<file path="src/logic/sacc_pkg.sv">
// Package: constants and carriers for the converter control block
package sacc_pkg;

    // ------------------------------------------------------------------
    // Register map (byte addresses)
    // ------------------------------------------------------------------
    localparam logic [7:0] ADDR_CTRL   = 8'h00;
    localparam logic [7:0] ADDR_CLKSEL = 8'h04;
    localparam logic [7:0] ADDR_CHAN   = 8'h08;
    localparam logic [7:0] ADDR_TIMING = 8'h0c;
    localparam logic [7:0] ADDR_RESULT = 8'h10;
    localparam logic [7:0] ADDR_PREV   = 8'h14;
    localparam logic [7:0] ADDR_STATUS = 8'h18;
    localparam logic [7:0] ADDR_THRESH = 8'h1c;
    localparam logic [7:0] ADDR_SUM    = 8'h20;
    localparam logic [7:0] ADDR_DEV    = 8'h24;

    // ------------------------------------------------------------------
    // Control register bit positions
    // ------------------------------------------------------------------
    localparam int CTRL_ON   = 0;
    localparam int CTRL_GO   = 1;
    localparam int CTRL_REPEAT_RUN = 2;
    localparam int CTRL_RC   = 3;
    localparam int CTRL_JUST = 4;
    localparam int CTRL_PSIS = 5;
    localparam int CTRL_DSEN = 6;
    localparam int CTRL_IE   = 7;
    localparam int CTRL_TRGE = 8;
    localparam int CTRL_TIE  = 9;
    localparam int CTRL_ABOV = 10;
    localparam int CTRL_REF  = 12;

    // Status bit positions (DONE, THR and MATH write one to clear)
    localparam int STAT_DONE = 0;
    localparam int STAT_THR  = 1;
    localparam int STAT_MATH = 2;
    localparam int STAT_BUSY = 3;
    localparam int STAT_PEND = 4;

    // ------------------------------------------------------------------
    // Widths, counts and reset values
    // ------------------------------------------------------------------
    localparam int RES_W   = 12;
    localparam int CNT_W   = 13;
    localparam int DIV_W   = 6;
    localparam int CHAN_W  = 6;
    localparam logic [3:0] SAR_LAST_BIT  = 4'hb;
    localparam logic [3:0] JUST_SHIFT    = 4'h4;
    localparam logic [12:0] CTRL_RESET   = 13'h0000;
    localparam int SYS_CLK_MHZ = 50;
    localparam int INSTR_NS    = 125;  // one instruction period
    localparam int INSTR_CYC   =
        (INSTR_NS * SYS_CLK_MHZ + 999) / 1000;

    typedef enum logic [2:0] {
        SACC_IDLE = 3'b000,
        SACC_WAIT = 3'b001,
        SACC_PRE  = 3'b010,
        SACC_ACQ  = 3'b011,
        SACC_CONV = 3'b100,
        SACC_DONE = 3'b101
    } sacc_state_e;

    // Analog side request
    typedef struct packed {
        logic              power;
        logic              sample;
        logic              precharge;
        logic [CHAN_W-1:0] channel;
        logic [1:0]        pos_ref;
        logic [RES_W-1:0]  trial;
    } sacc_ana_s;

endpackage

</file>
<file path="src/logic/sacc_top.sv">
// Converter control: APB registers, timing, SAR loop and result maths
`timescale 1ns/1ns

module sacc_top (
    input  wire logic                I_CLK_SYS,
    input  wire logic                I_RST_N,
    input  wire logic                PSEL,
    input  wire logic                PENABLE,
    input  wire logic                PWRITE,
    input  wire logic [7:0]          PADDR,
    input  wire logic [31:0]         PWDATA,
    output logic      [31:0]         PRDATA,
    output logic                     PREADY,
    output logic                     PSLVERR,
    input  wire logic                i_sleep,
    input  wire logic                i_rc_tick,
    input  wire logic                i_trigger,
    input  wire logic                i_compare_hi,
    output sacc_pkg::sacc_ana_s      o_analog,
    output logic                     o_wake
);
    import sacc_pkg::*;

    // ------------------------------------------------------------------
    // State record
    // ------------------------------------------------------------------
    typedef struct packed {
        logic [13:0]        ctrl;
        logic [DIV_W-1:0]   div;
        logic [CHAN_W-1:0]  chan;
        logic [CNT_W-1:0]   pre_cnt;
        logic [CNT_W-1:0]   acq_cnt;
        logic [RES_W-1:0]   result;
        logic [RES_W-1:0]   prev;
        logic [15:0]        setpoint;
        logic [15:0]        thresh;
        logic [31:0]        sum;
        logic [15:0]        dev;
        logic               done_f;
        logic               thr_f;
        logic               math_f;
        logic               pend;
        logic               powered;
        logic               trig_q;
        logic               half;
        logic               odd;      // Double-sample parity
        logic [DIV_W-1:0]   div_cnt;
        logic [CNT_W-1:0]   tmr;
        logic [3:0]         bitn;
        logic [RES_W-1:0]   sar;
        logic [31:0]        rdata;
        sacc_state_e        st;
    } sacc_st_s;

    sacc_st_s s_q;
    sacc_st_s s_d;

    logic wr;
    logic rd;
    logic tick;
    logic rc_mode;
    logic trig_rise;
    logic start;
    logic [15:0] just;
    logic [15:0] diff;

    // Left or right placement of a 12-bit value in 16 bits
    function automatic logic [15:0] place(input logic [RES_W-1:0] v,
                                          input logic left);
        place = left ? {v, JUST_SHIFT'(4'h0)} : {4'h0, v};
    endfunction

    // ------------------------------------------------------------------
    // Bus strobes and conversion clock enable
    // ------------------------------------------------------------------
    assign wr      = PSEL & PENABLE & PWRITE;
    assign rd      = PSEL & ~PENABLE & ~PWRITE;
    assign rc_mode = s_q.ctrl[CTRL_RC];
    assign tick    = rc_mode ? i_rc_tick
                   : (s_q.div_cnt == s_q.div) & s_q.half;
    assign trig_rise = s_q.ctrl[CTRL_TRGE] & i_trigger & ~s_q.trig_q;
    assign just    = place(s_q.result, ~s_q.ctrl[CTRL_JUST]);
    assign diff    = 16'({4'h0, s_q.sar}) - s_q.setpoint;     // Finishing value
    // Conversion may start only with the module on and clocks allowed
    assign start   = s_q.ctrl[CTRL_ON] & s_q.ctrl[CTRL_GO]
                   & (rc_mode | ~i_sleep) & s_q.st == SACC_IDLE;

    // ------------------------------------------------------------------
    // Next state
    // ------------------------------------------------------------------
    always_comb begin
        s_d = s_q;
        s_d.trig_q = i_trigger;
        // Divider: system clock over 2*(code+1)
        if (!rc_mode) begin
            if (s_q.div_cnt == s_q.div) begin
                s_d.div_cnt = '0;
                s_d.half    = ~s_q.half;
            end else begin
                s_d.div_cnt = s_q.div_cnt + 1'b1;
            end
        end
        // Trigger edge sets request, held in Sleep off RC
        if (trig_rise & s_q.ctrl[CTRL_ON]) begin
            if (i_sleep & ~rc_mode) begin
                s_d.pend = 1'b1;
            end else begin
                s_d.ctrl[CTRL_GO] = 1'b1;
            end
        end
        // Remembered trigger fires once Sleep ends
        if (s_q.pend & ~i_sleep) begin
            s_d.pend          = 1'b0;
            s_d.ctrl[CTRL_GO] = 1'b1;
        end
        // Register writes
        // Flag clears here lose to a hardware set further down
        if (wr) begin
            unique case (PADDR)
                ADDR_CTRL:   s_d.ctrl = PWDATA[13:0];
                ADDR_CLKSEL: s_d.div  = PWDATA[DIV_W-1:0];
                ADDR_CHAN:   s_d.chan = PWDATA[CHAN_W-1:0];
                ADDR_TIMING: begin
                    s_d.pre_cnt = PWDATA[CNT_W-1:0];
                    s_d.acq_cnt = PWDATA[16+CNT_W-1:16];
                end
                ADDR_RESULT: s_d.result = PWDATA[RES_W-1:0];
                ADDR_PREV:   s_d.prev   = PWDATA[RES_W-1:0];
                ADDR_STATUS: begin
                    if (PWDATA[STAT_DONE]) s_d.done_f = 1'b0;
                    if (PWDATA[STAT_THR])  s_d.thr_f  = 1'b0;
                    if (PWDATA[STAT_MATH]) s_d.math_f = 1'b0;
                end
                ADDR_THRESH: begin
                    s_d.setpoint = PWDATA[15:0];
                    s_d.thresh   = PWDATA[31:16];
                end
                default: ;
            endcase
            if (PADDR == ADDR_CTRL & PWDATA[CTRL_ON]) begin
                s_d.powered = 1'b1;
            end
        end
        // Conversion sequence: start and wait stage on system clocks, later stages on conversion clock ticks
        if (start & s_d.ctrl[CTRL_ON]) begin
            s_d.powered = 1'b1;
            // RC clock start waits one instruction period first
            s_d.tmr     = rc_mode ? CNT_W'(INSTR_CYC) : '0;
            s_d.st      = SACC_WAIT;
        end else if (s_q.st == SACC_WAIT) begin
            if (s_q.tmr != '0) begin
                s_d.tmr = s_q.tmr - 1'b1;
            end else if (s_q.pre_cnt != '0) begin
                s_d.tmr = s_q.pre_cnt;
                s_d.st  = SACC_PRE;
            end else begin
                s_d.tmr = s_q.acq_cnt;
                s_d.st  = SACC_ACQ;
            end
        end else if (tick & s_q.ctrl[CTRL_ON]) begin
            unique case (s_q.st)
                SACC_PRE: begin
                    s_d.tmr = s_q.tmr - 1'b1;
                    // Last precharge tick hands over to acquisition
                    if (s_q.tmr == CNT_W'(1)) begin
                        s_d.tmr = s_q.acq_cnt;
                        s_d.st  = SACC_ACQ;
                    end
                end
                SACC_ACQ: begin
                    if (s_q.tmr != '0) begin
                        s_d.tmr = s_q.tmr - 1'b1;
                    end else begin
                        s_d.bitn = SAR_LAST_BIT;
                        s_d.sar  = RES_W'(12'h800);
                        s_d.st   = SACC_CONV;
                    end
                end
                SACC_CONV: begin
                    // Keep or drop trial bit, try next lower
                    if (!i_compare_hi) begin
                        s_d.sar[s_q.bitn] = 1'b0;
                    end
                    if (s_q.bitn == 4'h0) begin
                        s_d.st = SACC_DONE;
                    end else begin
                        s_d.bitn = s_q.bitn - 1'b1;
                        s_d.sar[s_q.bitn - 1'b1] = 1'b1;
                    end
                end
                default: ;
            endcase
        end
        // Clearing the enable aborts any conversion in progress; placed
        // after the sequencer so no stage can re-enter a busy state
        if (!s_d.ctrl[CTRL_ON]) begin
            s_d.st = SACC_IDLE;
        end
        // Completion: result, flags, sum, deviation
        if (s_q.st == SACC_DONE) begin
            s_d.st = SACC_IDLE;
            // With PSIS set, the old result moves to previous as the new one lands
            if (s_q.ctrl[CTRL_PSIS]) begin
                s_d.prev = s_q.result;
            end
            s_d.result = s_q.sar;
            if (!s_q.ctrl[CTRL_REPEAT_RUN]) begin
                s_d.ctrl[CTRL_GO] = 1'b0;
            end
            s_d.done_f = 1'b1;
            s_d.math_f = 1'b1;
            s_d.sum    = s_q.sum + 32'(s_q.sar);
            if (!s_q.ctrl[CTRL_DSEN] | s_q.odd) begin
                s_d.dev = diff;
                if (s_q.ctrl[CTRL_ABOV] ?
                    ($signed(diff) > $signed(s_q.thresh)) :
                    ($signed(diff) < $signed(s_q.thresh))) begin
                    s_d.thr_f = 1'b1;
                end
            end
            // Paired mode updates deviation and threshold on every second completion only
            s_d.odd = s_q.ctrl[CTRL_DSEN] & ~s_q.odd;
            if (i_sleep & ~s_q.ctrl[CTRL_IE]) begin
                s_d.powered = 1'b0;
            end
        end
        // Read data registered in setup phase
        if (rd) begin
            unique case (PADDR)
                ADDR_CTRL:   s_d.rdata = 32'(s_q.ctrl);
                ADDR_CLKSEL: s_d.rdata = 32'(s_q.div);
                ADDR_CHAN:   s_d.rdata = 32'(s_q.chan);
                ADDR_TIMING: s_d.rdata = {3'h0, s_q.acq_cnt,
                                          3'h0, s_q.pre_cnt};
                ADDR_RESULT: s_d.rdata = 32'(just);
                ADDR_PREV:   s_d.rdata = 32'(s_q.prev);
                ADDR_STATUS: s_d.rdata = 32'({s_q.pend,
                                  s_q.st != SACC_IDLE, s_q.math_f,
                                  s_q.thr_f, s_q.done_f});
                ADDR_THRESH: s_d.rdata = {s_q.thresh, s_q.setpoint};
                ADDR_SUM:    s_d.rdata = s_q.sum;
                ADDR_DEV:    s_d.rdata = 32'(s_q.dev);
                default:     s_d.rdata = 32'h0;
            endcase
        end
    end

    // ------------------------------------------------------------------
    // State register, cleared by reset
    // ------------------------------------------------------------------
    always_ff @(posedge I_CLK_SYS or negedge I_RST_N) begin
        if (!I_RST_N) begin
            s_q <= '0;
        end else begin
            s_q <= s_d;
        end
    end

    // ------------------------------------------------------------------
    // Outputs
    // ------------------------------------------------------------------
    assign PRDATA  = s_q.rdata;
    assign PREADY  = 1'b1;
    assign PSLVERR = 1'b0;
    // Analog side request, driven as one whole struct
    assign o_analog = '{
        power:     s_q.powered & s_q.ctrl[CTRL_ON],
        sample:    s_q.st == SACC_ACQ,
        precharge: s_q.st == SACC_PRE,
        channel:   s_q.chan,
        pos_ref:   s_q.ctrl[CTRL_REF+1:CTRL_REF],
        trial:     s_q.sar
    };
    // Enabled pending event raises wake
    assign o_wake = (s_q.done_f & s_q.ctrl[CTRL_IE])
                  | (s_q.thr_f & s_q.ctrl[CTRL_TIE]);
endmodule

</file>
<file path="config.mk">
export PLATFORM = sky130hd
export DESIGN_NAME = sacc_top
export DESIGN_NICKNAME = d
export VERILOG_FILES = /design/src/logic/sacc_pkg.sv /design/src/logic/sacc_top.sv
export SDC_FILE = /design/constraint.sdc
export NUM_CORES = 1
export LEC_CHECK = 0
export ABC_AREA = 1
export BUFFER_PORTS_ARGS = -buffer_cell sky130_fd_sc_hd__buf_2
export CELL_PAD_IN_SITES_DETAIL_PLACEMENT = 0
export CELL_PAD_IN_SITES_GLOBAL_PLACEMENT = 1
export CORE_MARGIN = 2
export CORE_UTILIZATION = 41
export DETAILED_ROUTE_END_ITERATION = 10
export PLACE_DENSITY = 0.84
export SLEW_MARGIN = 30
export SYNTH_ARGS = -nofsm -noshare
export SYNTH_HDL_FRONTEND = slang
export SYNTH_SLANG_ARGS = --single-unit
</file>
<file path="constraint.sdc">
create_clock -name I_CLK_SYS -period 2.7 [get_ports I_CLK_SYS]
set_input_delay 0.135 -clock I_CLK_SYS [delete_from_list [all_inputs] [get_ports I_CLK_SYS]]
set_output_delay 0.135 -clock I_CLK_SYS [all_outputs]
set_load 0.005 [all_outputs]
</file>
==> metrics.md, run 1 <==
| Metric | Value |
|---|---|
| Yosys warnings | 0 |
| Total Nets Final | 2161 |
| Mapped cell area | 14100 um2 |
| GRT met1 Usage | 0.388 |
| Slowest-stage cell, CP | dfrtp_1 |
| Fill cell count | 3413 |
| CP max FO | 3 |
| Largest stage delay on the critical path | 0.40 ns |
| Status | finished with violations |
| Final setup vio count | 1 |
| Die ar. | 36000 um2 |
| Crit path depth | 21 |
| Total gr overflow | 0 |
| Met2 Use GR | 0.427 |
| Die Y | 190 um |
| Worst setup EP type | register |
| Slew @ Worst Pin | 0.858 ns |
| Ys async rst share | 1.00 |
| Gr usage total | 0.272 |
| Worst reg2reg path depth | 21 |
| Post-route ant nets | 0 |
| Post-route DRC | 0 |
| Routability Congestion | 0.940 |
| Flop and latch count out of synthesis | 234 |
| Top cells by area, synth | dfrtp_1 (41%), nand2_1 (14%), o21ai_0 (7.3%) |
| Met3 usage | 0.0382 |
| Synthesis-to-layout area growth | 19.6% |
| Largest net degree at the start of global routing | 75 |
| Seq/Total Area, Yosys | 0.414 |
| WP buf/inv | 1 |
| Post-synth EDFFs | 0 |
| Max_cap viols | 0 |
| Synthesized Nets | 2004 |
| Bufs on Longest Clock Path | 3 |
| Worst hold stages | 3 |
| Final Critical Period | 2.83 ns |
| Setup ws final | -0.128 ns |
| Gr busiest metal | met2 |
| Fraction of layout cells with a size suffix above 1 | 0.164 |
| Final setup TNS | -0.128 ns |
| Rows | 67 |
| Failing checks | negative setup slack |
| Worst path top cell family by delay | simple AND/OR/NAND/NOR gates |
| Clock buffer count from CTS | 27 |
| Hold Crit Class | input port to register |
| Worst Setup Path Type | register to register |
| Clock slew at reported path FFs | 0.06 ns |
| IR drop worst, VDD | 459 uV |
| Rel. slew slack | 0.425 |
| Drt first-iter violations | 1136 |
| Layout Cells excl Fill | 2537 |
| First-pass GRT wire length | 74900 um |
| CP arrival | 3.25 ns |
| DP HPWL | 36900 um |
| Storage element area | 5860 um2 |
| Yosys cell types | 49 |
| IO Count | 107 |
| Inst Count DP | 2452 |
| Syn Area/Cell | 7.40 um2 |
| Drt via density | 5.30 |
| CP required | 3.12 ns |
| DR pass1 iterations | 6 |
| Antenna violations before repair | 1 |
| FMAX | 354 MHz |
| Leak pwr | 8.33 nW |
| RSZ-0062 raised after global routing | true |
| Die Span X | 190 um |
| Predominant post-synthesis flop cell | dfrtp_1 |
| Most Frequent Cell on Critical Path | nand2_1 |
| Post-synth top area cell | dfrtp_1 |
| Post-synth top cells | nand2_1 (527), dfrtp_1 (234), inv_1 (231) |
| Initial Util | 0.419 |
| DR vias | 13500 |
| H-Tree Depth | 1 |
| Startpoint type of the worst setup path | register |
| Core Region | 33700 um2 |
| Power density cells | 537 nW/um2 |
| Fin crit share | 1.05 |
| Cell Chain, Critical Path | ha_4, fa_2, o21ai_2, nand3_1, nand2_2, nand4_1, nand2_1, nand2_1, and2_1, ha_1, nand2_1, inv_2, nand3_2, nor3_2, nand2_1, nand2_1, nand2_1, nand2_1, nand2_1, nand3_1, nand2_1 |
| Worst clock skew | 0.0182 ns |
| Num Clock Sinks | 234 |
| Vias in the first global route | 12800 |
| Root buf cell | clkbuf_16 |
| TritonCTS clock tree | yes |
| Multi-input logic area | 6910 um2 |
| Most common cell in the netlist | nand2_1 |
| Final Max Slew Viols | 0 |
| Count of input and output buffers | 104 |
| Syn Inst Count | 1910 |
| Hold Fails Final Rpt | 0 |
| Clk Latency, worst-skew pair | 0.56 ns |
| Top cell type's share of synthesized area | 0.414 |
| WL per Instance | 19.2 um |
| WL final | 48800 um |
-- repair_timing --
action,4_1_cts,5_1_grt
hold buffers,30,0
gates resized for setup,5,28
pin swaps,2,4
endpoints found under the hold margin,113,0
cloned,0,0
setup endpoints to repair,1,8
buffers inserted,3,1
-- power breakdown --
group / total, mW / switching (mW) / internal [mW] / leakage, nW
logic: 1.28 / 0.820 / 0.457 / 4.73
registers: 3.66 / 0.0746 / 3.59 / 3.12
clock network: 4.14 / 1.64 / 2.50 / 0.478
total: 9.08 / 2.53 / 6.55 / 8.33
-- sequential cells by signal, summed over array words and instances (netlist names) --
signal / flops
o_analog: 20
PRDATA: 32
rc_mode: 1
s_q: 181
-- tightest hold or removal path: cells and delay by family --
| family | cells | cell delay (ns) |
|---|---|---|
| AOI/OAI and AO/OA | 1 | 0.19 |
| buffers and inverters | 2 | 0.22 |
-- kinds of logic after synthesis --
logic type / count (synthesis) / synth area share
xor gates and xnor gates: 50 / 0.0310
AOI/OAI and AO/OA: 402 / 0.156
DFF: 234 / 0.414
adders and majority gates: 45 / 0.0409
other: 2 / 0.000532
buffers and inverters: 358 / 0.112
and+or+nand+nor: 819 / 0.245
-- cell usage in the layout (no fill, tap or decap), types with 12 or more instances in the layout --
cell,n
inv_1,228
clkbuf_16,27
xor2_1,38
a21oi_1,78
inv_2,14
o211ai_1,24
nand2_1,521
dlygate4sd3_1,30
dfrtp_1,234
nor2_1,118
o22ai_1,23
nand4_1,19
o21ai_1,26
ha_1,33
xnor2_1,12
nand3_1,84
nor3_1,21
buf_4,105
o21ai_0,205
buf_2,103
-- routing by layer --
metal / vias to the layer above / wire length (um)
met5: - / 13
met4: 2 / 1560
met3: 86 / 3500
met2: 472 / 22200
met1: 6425 / 21600
li1: 6467 / -
-- stage by stage --
stage	total power [mW]	hold WS [ns]	area (um2)	util	setup slack (ns)
global route	9.44	0.0147	16900	0.501	-0.361
global placement	4.92	0.168	15400	0.456	-0.207
finish	9.08	0.0321	16900	0.502	-0.128
detailed placement	4.93	0.183	15400	0.456	-0.259
CTS	9.11	0.00841	16700	0.496	-0.151
floorplan	4.50	-0.161	14100	-	-0.0300
-- final timing paths --
check                            to  startpoint  slack [ns]
hold / removal             s_q[226]   PWDATA[6]        0.03
setup reg to reg            s_q[76]    s_q[142]       -0.13
min in group asynchronous  s_q[104]     I_RST_N        0.17
max in group asynchronous  s_q[185]     I_RST_N        1.73
setup / recovery            s_q[76]    s_q[142]       -0.13
hold reg to reg             s_q[71]     s_q[71]        0.47
-- cell type report --
type,count,area share
Multi-Input combinational cell,1318,0.409
Sequential cell,234,0.346
Timing Repair Buffer,241,0.0982
Inverter,245,0.0546
Clock buffer,31,0.0426
Tap cell,448,0.0332
Clock inverter,19,0.0162
Antenna cell,1,0.000148
Note: power is estimated with default switching activity, not from simulation.
==> inputs of run 2 (changes only) <==
--- a/config.mk
+++ b/config.mk
@@ -10,9 +10,9 @@
 export CELL_PAD_IN_SITES_DETAIL_PLACEMENT = 0
 export CELL_PAD_IN_SITES_GLOBAL_PLACEMENT = 1
 export CORE_MARGIN = 2
-export CORE_UTILIZATION = 41
+export CORE_UTILIZATION = 35
 export DETAILED_ROUTE_END_ITERATION = 10
-export PLACE_DENSITY = 0.84
+export PLACE_DENSITY = 0.79
 export SLEW_MARGIN = 30
 export SYNTH_ARGS = -nofsm -noshare
 export SYNTH_HDL_FRONTEND = slang
==> constraint.sdc (replaced) <==
create_clock -name I_CLK_SYS -period 2.7 [get_ports I_CLK_SYS]
set_input_delay 0.135 -clock I_CLK_SYS [delete_from_list [all_inputs] [get_ports I_CLK_SYS]]
set_output_delay 0.135 -clock I_CLK_SYS [all_outputs]
set_load 0.05 [all_outputs]
==> run 2 against run 1 <==
The run still ends with negative setup slack left. First-iteration DRC count shrank 10%. Sequential cell count did not move. Critical path depth shrank 4. Critical endpoint unchanged.
==> metrics.md, run 2 (synthesis gave the netlist of run 1 again) <==
| Metric | Value |
|---|---|
| Leak pwr | 8.29 nW (-0.51%) |
| Final Critical Period | 2.91 ns (+0.0834 ns) |
| Drt first-iter violations | 1022 (-10%) |
| Worst hold stages | 3 (unchanged) |
| Fin crit share | 1.08 (+0.0309) |
| Largest stage delay on the critical path | 0.39 ns (about the same) |
| Fraction of layout cells with a size suffix above 1 | 0.159 (-0.00448) |
| Min-delay src | PWDATA[6] |
| Cell Chain, Critical Path | ha_1, a21oi_1, o21ai_0, nand2_1, nand3_1, xor2_1, ha_1, nand2_1, or2_2, a21oi_1, nor2_1, nand2_1, nand2_2, nand2_1, nand2_1, nand3_2, nand2_1 |
| IO Count | 107 (unchanged) |
| Status | finished with violations |
| N_diodes | 0 (-1) |
| Count of input and output buffers | 104 (unchanged) |
| Worst reg2reg path depth | 17 (-19%) |
| Max_cap viols | 0 (unchanged) |
| WP buf/inv | 0 (-1) |
| Core Region | 39800 um2 (+18%) |
| Tot Pwr | 8.63 mW (-4.9%) |
| Utilization after layout | 0.422 (-0.0794) |
| Num Clock Sinks | 234 (unchanged) |
| Final Max Slew Viols | 0 (unchanged) |
| Worst path top cell family by delay | simple AND/OR/NAND/NOR gates |
| Reg2reg setup slack | -0.21 ns (-0.08 ns) |
| Antenna violations before repair | 1 (unchanged) |
| Slew @ Worst Pin | 0.813 ns (-0.0448 ns) |
| DP HPWL | 37400 um (+1.4%) |
| Setup ws final | -0.211 ns (-0.0834 ns) |
| Die Y | 205 um (+8.1%) |
| WL per Instance | 18.7 um (-2.6%) |
| Total Nets Final | 2160 (-0.046%) |
| DR pass1 iterations | 6 (unchanged) |
| Final Instance Area | 16800 um2 (-0.53%) |
| Post-route DRC | 0 (unchanged) |
| Power density cells | 513 nW/um2 (-4.4%) |
| Max reg flops | 181 (unchanged) |
| CP arrival | 3.33 ns (+0.08 ns) |
| Hold Crit Class | input port to register |
| CP required | 3.12 ns (about the same) |
| Die ar. | 42000 um2 (+17%) |
| DR vias | 13300 (-0.94%) |
| Hold path endpoint | s_q[201] |
| H-Tree Depth | 1 (unchanged) |
| Rows | 73 (+9.0%) |
| Startpoint type of the worst setup path | register |
| Post-route ant nets | 0 (unchanged) |
| Largest net degree at the start of global routing | 65 (-13%) |
| Die Span X | 205 um (+8.1%) |
| Most frequent cells in the layout | nand2_1 (521), dfrtp_1 (234), inv_1 (229) |
| Initial Util | 0.355 (-0.0645) |
| Synthesis-to-layout area growth | 19.0% |
| FMAX | 343 MHz (-2.9%) |
| Clk Latency, worst-skew pair | 0.55 ns (about the same) |
| IR drop worst, VDD | 357 uV (-22%) |
| Failing checks | negative setup slack |
| Worst setup EP type | register |
| Final setup vio count | 1 (unchanged) |
| Drt via density | 5.11 (-3.7%) |
| WL final | 48900 um (+0.14%) |
| TritonCTS clock tree | yes |
| Hold Fails Final Rpt | 0 (unchanged) |
| Most Frequent Cell on Critical Path | nand2_1 |
| Worst R2R End | s_q[76] |
| RSZ-0062 raised after global routing | true |
| Routability Congestion | 0.930 (-1.0%) |
| Rel. slew slack | 0.457 (+0.0321) |
| Worst Setup Path Type | register to register |
| Reg-to-Reg Start | o_analog[5] |
| Slowest-stage cell, CP | dfrtp_1 |
| CP max FO | 4 (+1) |
| Worst clock skew | 0.00879 ns (-0.00944 ns) |
| Leading cell type in the layout, fill and taps excluded | nand2_1 |
| Largest Register | s_q |
| First-pass GRT wire length | 74600 um (-0.45%) |
| Dpl cell area | 15400 um2 (+0.33%) |
| Clock slew at reported path FFs | 0.06 ns (about the same) |
| Vias in the first global route | 12700 (-0.77%) |
| Bufs on Longest Clock Path | 3 (unchanged) |
| Final setup TNS | -0.211 ns (-0.0834 ns) |
| Total gr overflow | 0 (unchanged) |
| Root buf cell | clkbuf_16 |
| Gr usage total | 0.232 (-0.0395) |
| Clock buffer count from CTS | 28 (+3.7%) |
==> run 2: changes by cell type in the layout (fill, tap and decap cells not counted), sizes merged <==
cell	change
clkbuf	+2
bufinv	-4
clkinvlp	-3
inv	-2
clkinv	+5
diode	-1
buf	-2
==> run 2: worst max path at each step <==
stage	cells after the start	from	slack, ns	endpoint
5_1_grt	22	o_analog[0]	-0.43	s_q[76]
2_1_floorplan	22	o_analog[0]	-0.03	s_q[76]
6_report	17	o_analog[5]	-0.21	s_q[76]
3_3_place_gp	22	s_q[144]	-0.25	s_q[76]
3_5_place_dp	22	s_q[144]	-0.25	s_q[76]
4_1_cts	17	o_analog[8]	-0.20	s_q[76]
==> run 2: final cells by class <==
class	instances	area [um2]
clock buffer	33	741
tap	525	657
clock inverter	15	128
timing repair buffer	239	1640
inverter	245	922
sequential	234	5860
fill	4164	23000
multi-input combinational	1318	6870
==> run 2: stage by stage <==
| step | hold WS (ns) | cells | setup WS (ns) |
|---|---|---|---|
| after global placement | 0.112 | 2523 | -0.252 |
| after detailed placement | 0.107 | 2523 | -0.253 |
| after CTS | 0.0109 | 2604 | -0.196 |
| after floorplan | -0.161 | 1910 | -0.0300 |
| after global routing | 0.0318 | 2609 | -0.426 |
| final | 0.0368 | 2609 | -0.211 |
==> run 2: worst register-to-register path, stage by stage, from the launching register on <==
cell	delay [ns]
dfrtp_1	0.39
ha_1	0.35
a21oi_1	0.26
o21ai_0	0.18
nand2_1	0.09
nand3_1	0.13
xor2_1	0.19
ha_1	0.29
nand2_1	0.06
or2_2	0.30
a21oi_1	0.13
nor2_1	0.07
nand2_1	0.08
nand2_2	0.06
nand2_1	0.05
nand2_1	0.06
nand3_2	0.05
nand2_1	0.05
==> run 2: what timing repair did <==
item / CTS / global route
hold endpoints to repair: 171 / 0
pin swaps: 1 / 16
hold buffers: 30 / 0
setup endpoints to repair: 1 / 7
buffers inserted: 3 / 5
gates resized for setup: 5 / 24
gates cloned: 0 / 0
==> run 2: metal layers <==
| layer | vias to the layer above | global-route usage | routed length (um) |
|---|---|---|---|
| li1 | 6439 | - | - |
| met1 | 6351 | 0.328 | 22000 |
| met2 | 446 | 0.364 | 21700 |
| met3 | 88 | 0.0374 | 3560 |
| met4 | 2 | 0.0717 | 1490 |
| met5 | - | 0 | 13 |
==> run 2: report_power, final <==
part | internal (mW) | switching, mW
registers | 3.59 | 0.0767
logic | 0.455 | 0.839
clock network | 2.13 | 1.54
